## config.mk

```make
export PLATFORM = sky130hd
export DESIGN_NAME = codec_power_audio_control_regs
export DESIGN_NICKNAME = d
export VERILOG_FILES = /design/src/rtl/codec_power_audio_control_regs.v /design/src/rtl/overflow_flags.v /design/src/rtl/volume_link.v
export VERILOG_INCLUDE_DIRS = /design/src /design/src/rtl
export SDC_FILE = /design/constraint.sdc
export NUM_CORES = 1
export LEC_CHECK = 0
export ABC_AREA = 1
export ABC_CLOCK_PERIOD_IN_PS = 8200
export BUFFER_PORTS_ARGS = -buffer_cell sky130_fd_sc_hd__buf_2
export CAP_MARGIN = 20
export CORE_MARGIN = 1.5
export CORE_UTILIZATION = 52
export DETAILED_ROUTE_END_ITERATION = 6
export PLACE_DENSITY = 0.83
export SYNTH_ARGS = -nofsm -noshare
export SYNTH_HDL_FRONTEND = slang
export SYNTH_SLANG_ARGS = --single-unit
```

## constraint.sdc

```tcl
create_clock -name clk -period 8.2 [get_ports clk]
set_clock_uncertainty 0.15 [all_clocks]
set_input_delay 1.23 -clock clk [delete_from_list [all_inputs] [get_ports clk]]
set_output_delay 1.23 -clock clk [all_outputs]
set_load 0.02 [all_outputs]
```

## src/rtl/codec_regs_map.vh

```
/*
  Register offsets, field positions, reset values for the codec power and
  audio control register pair. Assumes inclusion by bare name from rtl/.
*/
// Summary of operation
// RULE1 - Bits 15 and 14 power down handset and headset mic bias; reset 1.
// RULE2 - Bit 13 powers down the analog sidetone path; reset 1.
// RULE3 - Bits 12, 11 and 6 power down speaker one, two and loudspeaker; reset 1.
// RULE4 - Bit 10 powers down playback converter, bit 9 record converter; reset 1.
// RULE5 - Bit 8 powers down the driver virtual ground; reset 1.
// RULE6 - Bit 7 powers down the phone-module output; reset 1.
// RULE7 - All ten power-down bits set means the whole codec is powered down.
// RULE8 - Read-only bit 5 shows record converter power-down done; reset 1.
// RULE9 - Read-only bits 4 and 3 show left and right playback power-down done.
// RULE10 - Read-only bit 2 shows sidetone power-down done; reset 1.
// RULE11 - Bit 1 enables the effects filter on playback; reset 0.
// RULE12 - Bit 0 enables the de-emphasis filter; reset 0.
// RULE13 - Volume link code 01 left follows right, 10 right follows left, else independent.
// RULE14 - Bit 13 selects 48.0 kHz when 0, 44.1 kHz when 1.
// RULE15 - Bit 12 selects continuous transfer at 0, 256-sample burst at 1.
// RULE16 - Bit 11 makes the serial port slave at 0, master at 1.
// RULE17 - Bit 10 selects differential phone input when 1.
// RULE18 - Bit 9 selects differential phone output when 1.
// RULE19 - Record overflow flag bit 8 sets on saturation, cleared by reading.
// RULE20 - Left and right playback overflow flags bits 7 and 6, cleared by read.
// RULE21 - Clip stepping bit 3 acts only while mic gain control is automatic.
// RULE22 - Read-only three-bit revision field in bits 2 to 0.
// RULE23 - Writes to read-only bits ignored; reserved bits 5 and 4 stored only.
`ifndef CODEC_REGS_MAP_VH
`define CODEC_REGS_MAP_VH
`define POWER_CTRL_INDEX   8'h05
`define AUDIO_CTRL3_INDEX  8'h06
`define POWER_CTRL_ADDR    8'h14
`define AUDIO_CTRL3_ADDR   8'h18
`define POWER_WR_MASK      16'hFFC3
`define POWER_RESET        16'hFFFC
`define AUDIO3_WR_MASK     16'hFE38
`define AUDIO3_RESET       16'h0000
`define PD_HI              15
`define PD_LO              6
`define PD_DONE_REC        5
`define PD_DONE_LEFT       4
`define PD_DONE_RIGHT      3
`define PD_DONE_SIDE       2
`define BIT_EFFECTS        1
`define BIT_DEEMPH         0
`define VOL_HI             15
`define VOL_LO             14
`define VOL_LEFT_FOLLOWS   2'h1
`define VOL_RIGHT_FOLLOWS  2'h2
`define BIT_REF_RATE       13
`define BIT_XFER_MODE      12
`define BIT_PORT_ROLE      11
`define BIT_PHONE_IN_DIFF  10
`define BIT_PHONE_OUT_DIFF 9
`define BIT_OVF_REC        8
`define BIT_OVF_LEFT       7
`define BIT_OVF_RIGHT      6
`define BIT_CLIP_STEP      3
`define RESP_OKAY          2'h0
`define RESP_SLVERR        2'h2
`endif

```

## src/rtl/codec_power_audio_control_regs.v

```verilog
/*
  AXI4-Lite slave holding the codec power control and audio control 3
  registers, with decoded control outputs. Assumes status inputs and
  saturation pulses synchronous to clk; one access of each kind at a time.
*/
// The AXI4-Lite interface to the registers was decided locally.
`timescale 1ns/100ps
`include "codec_regs_map.vh"
module codec_power_audio_control_regs
#(
  parameter [2:0] REVISION = 3'h1 // Arbitrary value
)
(
  input  wire        clk,
  input  wire        rst,
  input  wire [7:0]  s_axi_awaddr,
  input  wire        s_axi_awvalid,
  output reg         s_axi_awready,
  input  wire [31:0] s_axi_wdata,
  input  wire [3:0]  s_axi_wstrb,
  input  wire        s_axi_wvalid,
  output reg         s_axi_wready,
  output reg  [1:0]  s_axi_bresp,
  output reg         s_axi_bvalid,
  input  wire        s_axi_bready,
  input  wire [7:0]  s_axi_araddr,
  input  wire        s_axi_arvalid,
  output reg         s_axi_arready,
  output reg  [31:0] s_axi_rdata,
  output reg  [1:0]  s_axi_rresp,
  output reg         s_axi_rvalid,
  input  wire        s_axi_rready,
  input  wire        record_pd_done,
  input  wire        left_play_pd_done,
  input  wire        right_play_pd_done,
  input  wire        sidetone_pd_done,
  input  wire        record_sat,
  input  wire        left_play_sat,
  input  wire        right_play_sat,
  input  wire        agc_selected,
  input  wire [7:0]  left_vol_prog,
  input  wire [7:0]  right_vol_prog,
  output reg         handset_mic_bias_pd,
  output reg         headset_mic_bias_pd,
  output reg         sidetone_pd,
  output reg         speaker_one_pd,
  output reg         speaker_two_pd,
  output reg         playback_conv_pd,
  output reg         record_conv_pd,
  output reg         virtual_ground_pd,
  output reg         phone_out_pd,
  output reg         loudspeaker_pd,
  output reg         codec_all_pd,
  output reg         effects_filter_en,
  output reg         deemphasis_en,
  output reg         ref_rate_sel,
  output reg         transfer_mode_sel,
  output reg         port_role_sel,
  output reg         phone_in_diff_sel,
  output reg         phone_out_diff_sel,
  output reg         clip_step_active,
  output reg  [7:0]  left_vol_eff,
  output reg  [7:0]  right_vol_eff
);

  reg  [15:0] power_reg;
  reg  [15:0] audio3_reg;
  reg         aw_held_reg;
  reg  [7:0]  aw_addr_reg;
  reg         w_held_reg;
  reg  [31:0] w_data_reg;
  reg  [3:0]  w_strb_reg;
  wire [2:0]  ovf_flags;
  wire        ovf_clear;
  wire [7:0]  left_vol_mux;
  wire [7:0]  right_vol_mux;
  wire [15:0] power_view;
  wire [15:0] audio3_view;
  wire        do_write;
  wire        do_read;

  function [15:0] merge_bytes;
    input [15:0] old_val;
    input [15:0] new_val;
    input [1:0]  strb;
    input [15:0] mask;
    reg   [15:0] lanes;
    begin
      lanes       = {{8{strb[1]}}, {8{strb[0]}}} & mask;
      merge_bytes = (old_val & ~lanes) | (new_val & lanes);
    end
  endfunction

  function mapped;
    input [7:0] addr;
    begin
      mapped = (addr == `POWER_CTRL_ADDR) || (addr == `AUDIO_CTRL3_ADDR);
    end
  endfunction

  assign power_view  = {power_reg[`PD_HI:`PD_LO], record_pd_done, left_play_pd_done, // RULE8 RULE9
                        right_play_pd_done, sidetone_pd_done, power_reg[1:0]};          // RULE10
  assign audio3_view = {audio3_reg[15:9], ovf_flags, audio3_reg[5:3], REVISION};      // RULE22
  assign do_write    = aw_held_reg && w_held_reg && !s_axi_bvalid;
  assign do_read     = s_axi_arvalid && s_axi_arready;
  // Only a read of audio control 3 clears its flags
  assign ovf_clear   = do_read && (s_axi_araddr == `AUDIO_CTRL3_ADDR); // RULE19 RULE20

  overflow_flags u_flags
  (
    .clk       (clk),
    .rst       (rst),
    .event_in  ({record_sat, left_play_sat, right_play_sat}),
    .rd_clear  (ovf_clear),
    .flags_reg (ovf_flags)
  );

  volume_link u_vol
  (
    .link_sel      (audio3_reg[`VOL_HI:`VOL_LO]),
    .left_vol_in   (left_vol_prog),
    .right_vol_in  (right_vol_prog),
    .left_vol_out  (left_vol_mux),
    .right_vol_out (right_vol_mux)
  );

  // Write address and data are captured independently, in either order
  always @(posedge clk or posedge rst)
  begin
    if (rst)
    begin
      aw_held_reg   <= 1'b0;
      aw_addr_reg   <= 8'h00;
      w_held_reg    <= 1'b0;
      w_data_reg    <= 32'h00000000;
      w_strb_reg    <= 4'h0;
      s_axi_awready <= 1'b0;
      s_axi_wready  <= 1'b0;
      s_axi_bvalid  <= 1'b0;
      s_axi_bresp   <= `RESP_OKAY;
    end
    else
    begin
      s_axi_awready <= !aw_held_reg && !s_axi_awready && !s_axi_bvalid;
      s_axi_wready  <= !w_held_reg && !s_axi_wready && !s_axi_bvalid;
      if (s_axi_awvalid && s_axi_awready)
      begin
        aw_held_reg   <= 1'b1;
        aw_addr_reg   <= s_axi_awaddr;
        s_axi_awready <= 1'b0;
      end
      if (s_axi_wvalid && s_axi_wready)
      begin
        w_held_reg   <= 1'b1;
        w_data_reg   <= s_axi_wdata;
        w_strb_reg   <= s_axi_wstrb;
        s_axi_wready <= 1'b0;
      end
      if (do_write)
      begin
        aw_held_reg  <= 1'b0;
        w_held_reg   <= 1'b0;
        s_axi_bvalid <= 1'b1;
        s_axi_bresp  <= mapped(aw_addr_reg) ? `RESP_OKAY : `RESP_SLVERR;
      end
      else if (s_axi_bvalid && s_axi_bready)
        s_axi_bvalid <= 1'b0;
    end
  end

  // Write masks keep read-only bits out of storage; reserved bits are plain storage
  always @(posedge clk or posedge rst)
  begin
    if (rst)
    begin
      power_reg  <= `POWER_RESET;  // RULE1 RULE2 RULE3 RULE4 RULE5 RULE6 RULE11 RULE12
      audio3_reg <= `AUDIO3_RESET; // RULE15 RULE16 RULE17 RULE18 RULE21
    end
    else if (do_write)
    begin
      if (aw_addr_reg == `POWER_CTRL_ADDR)
        power_reg <= merge_bytes(power_reg, w_data_reg[15:0], w_strb_reg[1:0], `POWER_WR_MASK); // RULE23
      if (aw_addr_reg == `AUDIO_CTRL3_ADDR)
        audio3_reg <= merge_bytes(audio3_reg, w_data_reg[15:0], w_strb_reg[1:0], `AUDIO3_WR_MASK); // RULE23
    end
  end

  // Read channel: one read at a time, answered the cycle after acceptance
  always @(posedge clk or posedge rst)
  begin
    if (rst)
    begin
      s_axi_arready <= 1'b0;
      s_axi_rvalid  <= 1'b0;
      s_axi_rdata   <= 32'h00000000;
      s_axi_rresp   <= `RESP_OKAY;
    end
    else
    begin
      s_axi_arready <= !s_axi_arready && !s_axi_rvalid;
      if (do_read)
      begin
        s_axi_arready <= 1'b0;
        s_axi_rvalid  <= 1'b1;
        s_axi_rresp   <= mapped(s_axi_araddr) ? `RESP_OKAY : `RESP_SLVERR;
        case (s_axi_araddr)
          `POWER_CTRL_ADDR:  s_axi_rdata <= {16'h0000, power_view};
          `AUDIO_CTRL3_ADDR: s_axi_rdata <= {16'h0000, audio3_view};
          default:           s_axi_rdata <= 32'h00000000;
        endcase
      end
      else if (s_axi_rvalid && s_axi_rready)
        s_axi_rvalid <= 1'b0;
    end
  end

  // Control outputs registered, one cycle behind the register contents
  always @(posedge clk or posedge rst)
  begin
    if (rst)
    begin
      handset_mic_bias_pd <= 1'b1;
      headset_mic_bias_pd <= 1'b1;
      sidetone_pd         <= 1'b1;
      speaker_one_pd      <= 1'b1;
      speaker_two_pd      <= 1'b1;
      playback_conv_pd    <= 1'b1;
      record_conv_pd      <= 1'b1;
      virtual_ground_pd   <= 1'b1;
      phone_out_pd        <= 1'b1;
      loudspeaker_pd      <= 1'b1;
      codec_all_pd        <= 1'b1;
      effects_filter_en   <= 1'b0;
      deemphasis_en       <= 1'b0;
      ref_rate_sel        <= 1'b0;
      transfer_mode_sel   <= 1'b0;
      port_role_sel       <= 1'b0;
      phone_in_diff_sel   <= 1'b0;
      phone_out_diff_sel  <= 1'b0;
      clip_step_active    <= 1'b0;
      left_vol_eff        <= 8'h00;
      right_vol_eff       <= 8'h00;
    end
    else
    begin
      handset_mic_bias_pd <= power_reg[15];                              // RULE1
      headset_mic_bias_pd <= power_reg[14];                              // RULE1
      sidetone_pd         <= power_reg[13];                              // RULE2
      speaker_one_pd      <= power_reg[12];                              // RULE3
      speaker_two_pd      <= power_reg[11];                              // RULE3
      playback_conv_pd    <= power_reg[10];                              // RULE4
      record_conv_pd      <= power_reg[9];                               // RULE4
      virtual_ground_pd   <= power_reg[8];                               // RULE5
      phone_out_pd        <= power_reg[7];                               // RULE6
      loudspeaker_pd      <= power_reg[6];                               // RULE3
      codec_all_pd        <= &power_reg[`PD_HI:`PD_LO];                  // RULE7
      effects_filter_en   <= power_reg[`BIT_EFFECTS];                    // RULE11
      deemphasis_en       <= power_reg[`BIT_DEEMPH];                     // RULE12
      ref_rate_sel        <= audio3_reg[`BIT_REF_RATE];                  // RULE14
      transfer_mode_sel   <= audio3_reg[`BIT_XFER_MODE];                 // RULE15
      port_role_sel       <= audio3_reg[`BIT_PORT_ROLE];                 // RULE16
      phone_in_diff_sel   <= audio3_reg[`BIT_PHONE_IN_DIFF];             // RULE17
      phone_out_diff_sel  <= audio3_reg[`BIT_PHONE_OUT_DIFF];            // RULE18
      clip_step_active    <= audio3_reg[`BIT_CLIP_STEP] && agc_selected; // RULE21
      left_vol_eff        <= left_vol_mux;                               // RULE13
      right_vol_eff       <= right_vol_mux;                              // RULE13
    end
  end

endmodule // codec_power_audio_control_regs

```

## src/rtl/overflow_flags.v

```verilog
/*
  Sticky overflow flags, set by saturation pulses, cleared by a read.
  Assumes rd_clear is a one-cycle pulse at the accepted read.
*/
`timescale 1ns/100ps
module overflow_flags
(
  input  wire       clk,
  input  wire       rst,
  input  wire [2:0] event_in,
  input  wire       rd_clear,
  output reg  [2:0] flags_reg
);
  // A saturation arriving with the read clearing survives for the next read
  always @(posedge clk or posedge rst)
  begin
    if (rst)
      flags_reg <= 3'h0;
    else
      flags_reg <= (rd_clear ? 3'h0 : flags_reg) | event_in; // RULE19 RULE20
  end
endmodule // overflow_flags

```

## src/rtl/volume_link.v

```verilog
/*
  Volume link decode: picks the effective left and right volume codes.
  Assumes 8-bit programmed volumes from the codec volume registers.
*/
`timescale 1ns/100ps
`include "codec_regs_map.vh"
module volume_link
(
  input  wire [1:0] link_sel,
  input  wire [7:0] left_vol_in,
  input  wire [7:0] right_vol_in,
  output reg  [7:0] left_vol_out,
  output reg  [7:0] right_vol_out
);
  always @*
  begin
    left_vol_out  = left_vol_in;
    right_vol_out = right_vol_in;
    case (link_sel) // RULE13
      `VOL_LEFT_FOLLOWS:  left_vol_out  = right_vol_in;
      `VOL_RIGHT_FOLLOWS: right_vol_out = left_vol_in;
      default:
      begin
        left_vol_out  = left_vol_in;
        right_vol_out = right_vol_in;
      end
    endcase
  end
endmodule // volume_link

```

Word level (Yosys, flattened, before mapping)
Cells that the tools add are included.
{"block": "totals", "reg_bits": 139, "out_inout_bits": 76, "word_cells": 99}
{"block": "classes", "n_eq_ne": 6, "n_bitwise": 9, "reduce_logical": 30, "n_mux": 17}
{"operator": "bitwise AND 16 bit", "n": 4}
{"operator": "equality test 8 x 5 -> 1 bit, second input constant", "n": 4}
{"operator": "NOT 16 bit", "n": 2}
{"operator": "OR 16 bit", "n": 2}
{"operator": "one-hot mux 16 bit (2 select lines)", "n": 1}
{"operator": "two-way mux 8 bit", "n": 2}
{"operator": "logical AND 1 bit", "n": 14}
{"operator": "two-way mux 1 bit", "n": 11}
{"operator": "AND reduction 10 bit", "n": 1}
{"operator": "nonzero test 2 bit", "n": 4}
{"operator": "logical NOT 1 bit", "n": 7}
{"operator": "two-way mux 2 bit", "n": 2}
{"operator": "AND reduction 2 bit", "n": 2}
{"operator": "two-way mux 3 bit", "n": 1}
{"operator": "OR 3 bit", "n": 1}
{"operator": "equality test 2 x 1 -> 1 bit, second input constant", "n": 1}
{"operator": "equality test 2 bit, second input constant", "n": 1}
{"operator": "logical OR 1 bit", "n": 2}

Depth between registers and ports, before layout
{"block": "logic_depth", "ltp_word": 4, "mapped_depth": 8}

Modules after synthesis
Synthesis repeated with hierarchy kept, for this count alone.
{"block": "hier_totals", "hier_cells": 485, "area_unflattened_um2": 4565.6}
{"mod": "codec_power_audio_control_regs", "instances": 1, "area_each_um2": 4196.5, "seq_area_each_um2": 2703.8, "cells_per_inst": 417}
{"mod": "volume_link", "instances": 1, "area_each_um2": 252.7, "seq_area_each_um2": 0.0, "cells_per_inst": 54}
{"mod": "overflow_flags", "instances": 1, "area_each_um2": 116.4, "seq_area_each_um2": 75.1, "cells_per_inst": 14}

Worst setup path before layout
Ideal clock, no wire load.
{"block": "synth_path", "path_kind": "input to register", "from": "input s_axi_araddr[5]", "to": "register u_flags.flags_reg[0]", "setup_slack_ns": 6.043, "required_ns": 7.932, "stages": 6, "arrival_time_ns": 1.889, "n_path_buf": 1, "cell_sequence": "inv_1 > nand2_1 > nor2_1 > buf_4 > nand3_1 > a21o_1"}
{"block": "synth_via", "elab_chain_cells": 4}
{"item": "start, declared", "line_no": "codec_power_audio_control_regs.v:26", "rtl": "input wire [7:0] s_axi_araddr,"}
{"item": "equality test 8 x 5 -> 1 bit"}
{"item": "logical AND 1 bit", "line_no": "codec_power_audio_control_regs.v:107", "rtl": "assign ovf_clear = do_read && (s_axi_araddr == `AUDIO_CTRL3_ADDR);"}
{"item": "two-way mux 3 bit", "line_no": "overflow_flags.v:20", "rtl": "flags_reg <= (rd_clear ? 3'h0 : flags_reg) | event_in;"}
{"item": "OR 3 bit", "line_no": "overflow_flags.v:20"}
{"item": "end signal, assigned", "line_no": "overflow_flags.v:20"}
{"item": "end, declared", "line_no": "overflow_flags.v:12", "rtl": "output reg [2:0] flags_reg"}
Every way passes these cells.
A chain may end at the register's enable or synchronous reset.

Worst setup path after layout
{"block": "layout_path", "from": "input s_axi_arvalid", "to": "register u_flags.flags_reg[2]"}
{"block": "layout_via", "elab_chain_cells": 4}
{"item": "start, declared", "line_no": "codec_power_audio_control_regs.v:27", "rtl": "input wire s_axi_arvalid,"}
{"item": "logical AND 1 bit", "line_no": "codec_power_audio_control_regs.v:105", "rtl": "assign do_read = s_axi_arvalid && s_axi_arready;"}
{"item": "logical AND 1 bit", "line_no": "codec_power_audio_control_regs.v:107"}
{"item": "two-way mux 3 bit", "line_no": "overflow_flags.v:20"}
{"item": "OR 3 bit", "line_no": "overflow_flags.v:20"}
Every way passes these cells.

==> impl_metrics.json <==
{
  "synth_area_per_cell_um2": 9.66,
  "ys.flop_type": "dfrtp_1",
  "postRouteAntennaNets": 0,
  "cts_buffers": 9,
  "yosys.area.top_type": "dfrtp_1",
  "yosys.area_share.simple": 0.262,
  "core_um2": 8300,
  "drtPass1Iterations": 4,
  "clock.fmax_mhz": 349,
  "nNetsFinal": 660,
  "worst_pin_slew_ns": 1.06,
  "yosys.cell_types.count": 31,
  "die_y_um": 96.3,
  "synth_fa_ha_area_frac": 0,
  "hpwl_mm": 6.92,
  "holdCritPathClass": "reg -> reg",
  "grt_pass1_wl_mm": 15.4,
  "drc": 0,
  "synth-xor-area-share": 0,
  "p_leak_nw": 2.88,
  "cts_tree": "yes",
  "cts_root_buf": "clkbuf_8",
  "synth_compound_area_frac": 0.0327,
  "cts_hold_buf": 0,
  "antennaDiodeCount": 0,
  "fin_crit_ns": 2.86,
  "ir_drop_mv": 0.171,
  "grt_pass1_vias": 3281,
  "die_area_um2": 9260,
  "clock_latency_ns": 0.36,
  "setup_violations": 0,
  "cts_max_level": 3,
  "power.switching_mw": 0.459,
  "synth_edf_count": 0,
  "grt_setup_unrepaired": "false",
  "post_drt_wl_per_cell_um": 14.0,
  "grt_antenna_before_repair": 0,
  "grtUsageTotal": 0.219,
  "final_cells": 687,
  "synth-warning-count": 0,
  "clkPwrFrac": 0.260,
  "seqPwrFrac": 0.531,
  "path_clk_slew_ns": 0.11,
  "max_slew_margin": 0.292,
  "place_inst": 671,
  "totalWireLength_mm": 9.59,
  "yosysSeqAreaShare": 0.615,
  "yosys-top-cells-area": "dfrtp_1, nand2_1, dfstp_2, nand4_1, buf_4",
  "overflow": 0,
  "initial_core_util": 0.545,
  "fp-row-count": 33,
  "netlist_top_cells_count": "nand2_1, dfrtp_1, nand4_1",
  "synthArstFlopShare": 1.00,
  "clock_sinks": 110,
  "drive_gt1_frac": 0.296,
  "cp-end-kind": "flip-flop",
  "start_kind": "input pin",
  "drt_iter0_drc": 163,
  "num_vias": 3514,
  "clockBufferDepth": 2,
  "avgViaCountPerCell": 5.11,
  "io_pins": 159,
  "synth_top_family_by_area": "simple AND/OR/NAND/NOR gates",
  "drv_cap": 0,
  "critical_path_class": "in -> reg",
  "die_x_um": 96.3,
  "syn_inst": 468,
  "synth_seq_cells": 110,
  "pwr-share-comb": 0.209,
  "yosysTopAreaCellShare": 0.493,
  "outcome": "finished, final reports clean",
  "portBuffers": 121,
  "syn_to_final_growth_pct": 16.5,
  "reg2reg_slack_ns": 5.89,
  "yosys-mux-area-fraction": 0,
  "swShare": 0.336,
  "crit_required_ns": 8.31,
  "critPathArrivalTime_ns": 2.97,
  "place.gp.congestion": 0.768,
  "internal_power_mw": 0.909,
  "drv_slew": 0,
  "hold_viol": 0,
  "finalCritPeriodShare": 0.349,
  "synth_area_um2": 4520,
  "yosysMostFrequentCell": "nand2_1",
  "grt_max_degree": 80,
  "finalSetupTns_ns": 0,
  "power_density_nw_per_um2": 260,
  "postCtsResizedCells": 0,
  "worstPathMaxFanout": 29,
  "post-cts-setup-buffers": 0
}
## critical path, cell delays in order
cell     delay, ns
buf_2         0.08
nand2_1       0.37
inv_1         0.77
nand3_1       0.26
a21o_1        0.25
## area by class of cell
cell class,instances,area [µm²]
Fill cell,681,3030
Inverter,32,123
Sequential cell,110,2780
Clock inverter,7,96.3
Multi-Input combinational cell,302,1400
Timing Repair Buffer,122,613
Tap cell,105,131
Clock buffer,9,124
## path summary, 6_finish.rpt
path                          startpoint              endpoint  depth (start not counted)
hold / removal                 flip-flop           sidetone_pd                          0
max in group asynchronous            rst             async pin                          3
min in group asynchronous            rst        aw_addr_reg[0]                          2
setup / recovery           s_axi_arvalid  u_flags.flags_reg[2]                          5
hold reg to reg                flip-flop           sidetone_pd                          0
setup reg to reg           s_axi_arready  u_flags.flags_reg[2]                          4
## power by group through the flow
stage               clock (mW)  sequential, mW  combinational, mW
floorplan                    0           0.740              0.214
global placement             0           0.730              0.279
detailed placement           0           0.736              0.289
CTS                      0.360           0.727              0.290
global route             0.383           0.742              0.325
finish                   0.355           0.727              0.286
## per-stage QoR
stage	hold slack (ns)	worst slack, ns	utilization	cell area (µm²)	power, mW
final	0.244	5.34	0.635	5270	1.37
after global routing	0.242	5.22	0.635	5270	1.45
after CTS	0.241	5.32	0.635	5270	1.38
after detailed placement	0.230	4.93	0.608	5050	1.03
after global placement	0.226	4.96	0.608	5050	1.01
after floorplan	0.217	3.95	-	4590	0.954
## per-layer routing
layer,track usage,wire length [µm],share of wire
met3,0.0427,669,0.070
met4,0.0882,178,0.019
met1,0.290,4250,0.44
met5,0,0,0
met2,0.353,4500,0.47
## layout by cell type, fill, tap and decap left out, types with 2 or more instances in the layout
cell | synthesis | routed
a21oi_1 | 8 | 8
conb_1 | 1 | 18
o21ai_0 | 14 | 14
nand4_1 | 51 | 51
a21o_1 | 3 | 3
inv_1 | 30 | 29
bufinv_16 | 0 | 2
clkbuf_8 | 0 | 9
nand3_2 | 2 | 2
clkinvlp_4 | 0 | 3
nor2_2 | 3 | 4
nand2_1 | 158 | 158
dfstp_2 | 21 | 21
buf_2 | 11 | 121
dfrtp_1 | 89 | 89
nor2_1 | 14 | 13
nor3_1 | 3 | 3
o21ai_1 | 3 | 3
nand3_1 | 18 | 18
## cells by family after synthesis
| family | after synthesis |
|---|---|
| buffers and inverters | 73 |
| other | 1 |
| AO/OA/AOI/OAI | 28 |
| AND/OR/NAND/NOR | 256 |
| flip-flops | 110 |
(Power assumes the default switching activity.)
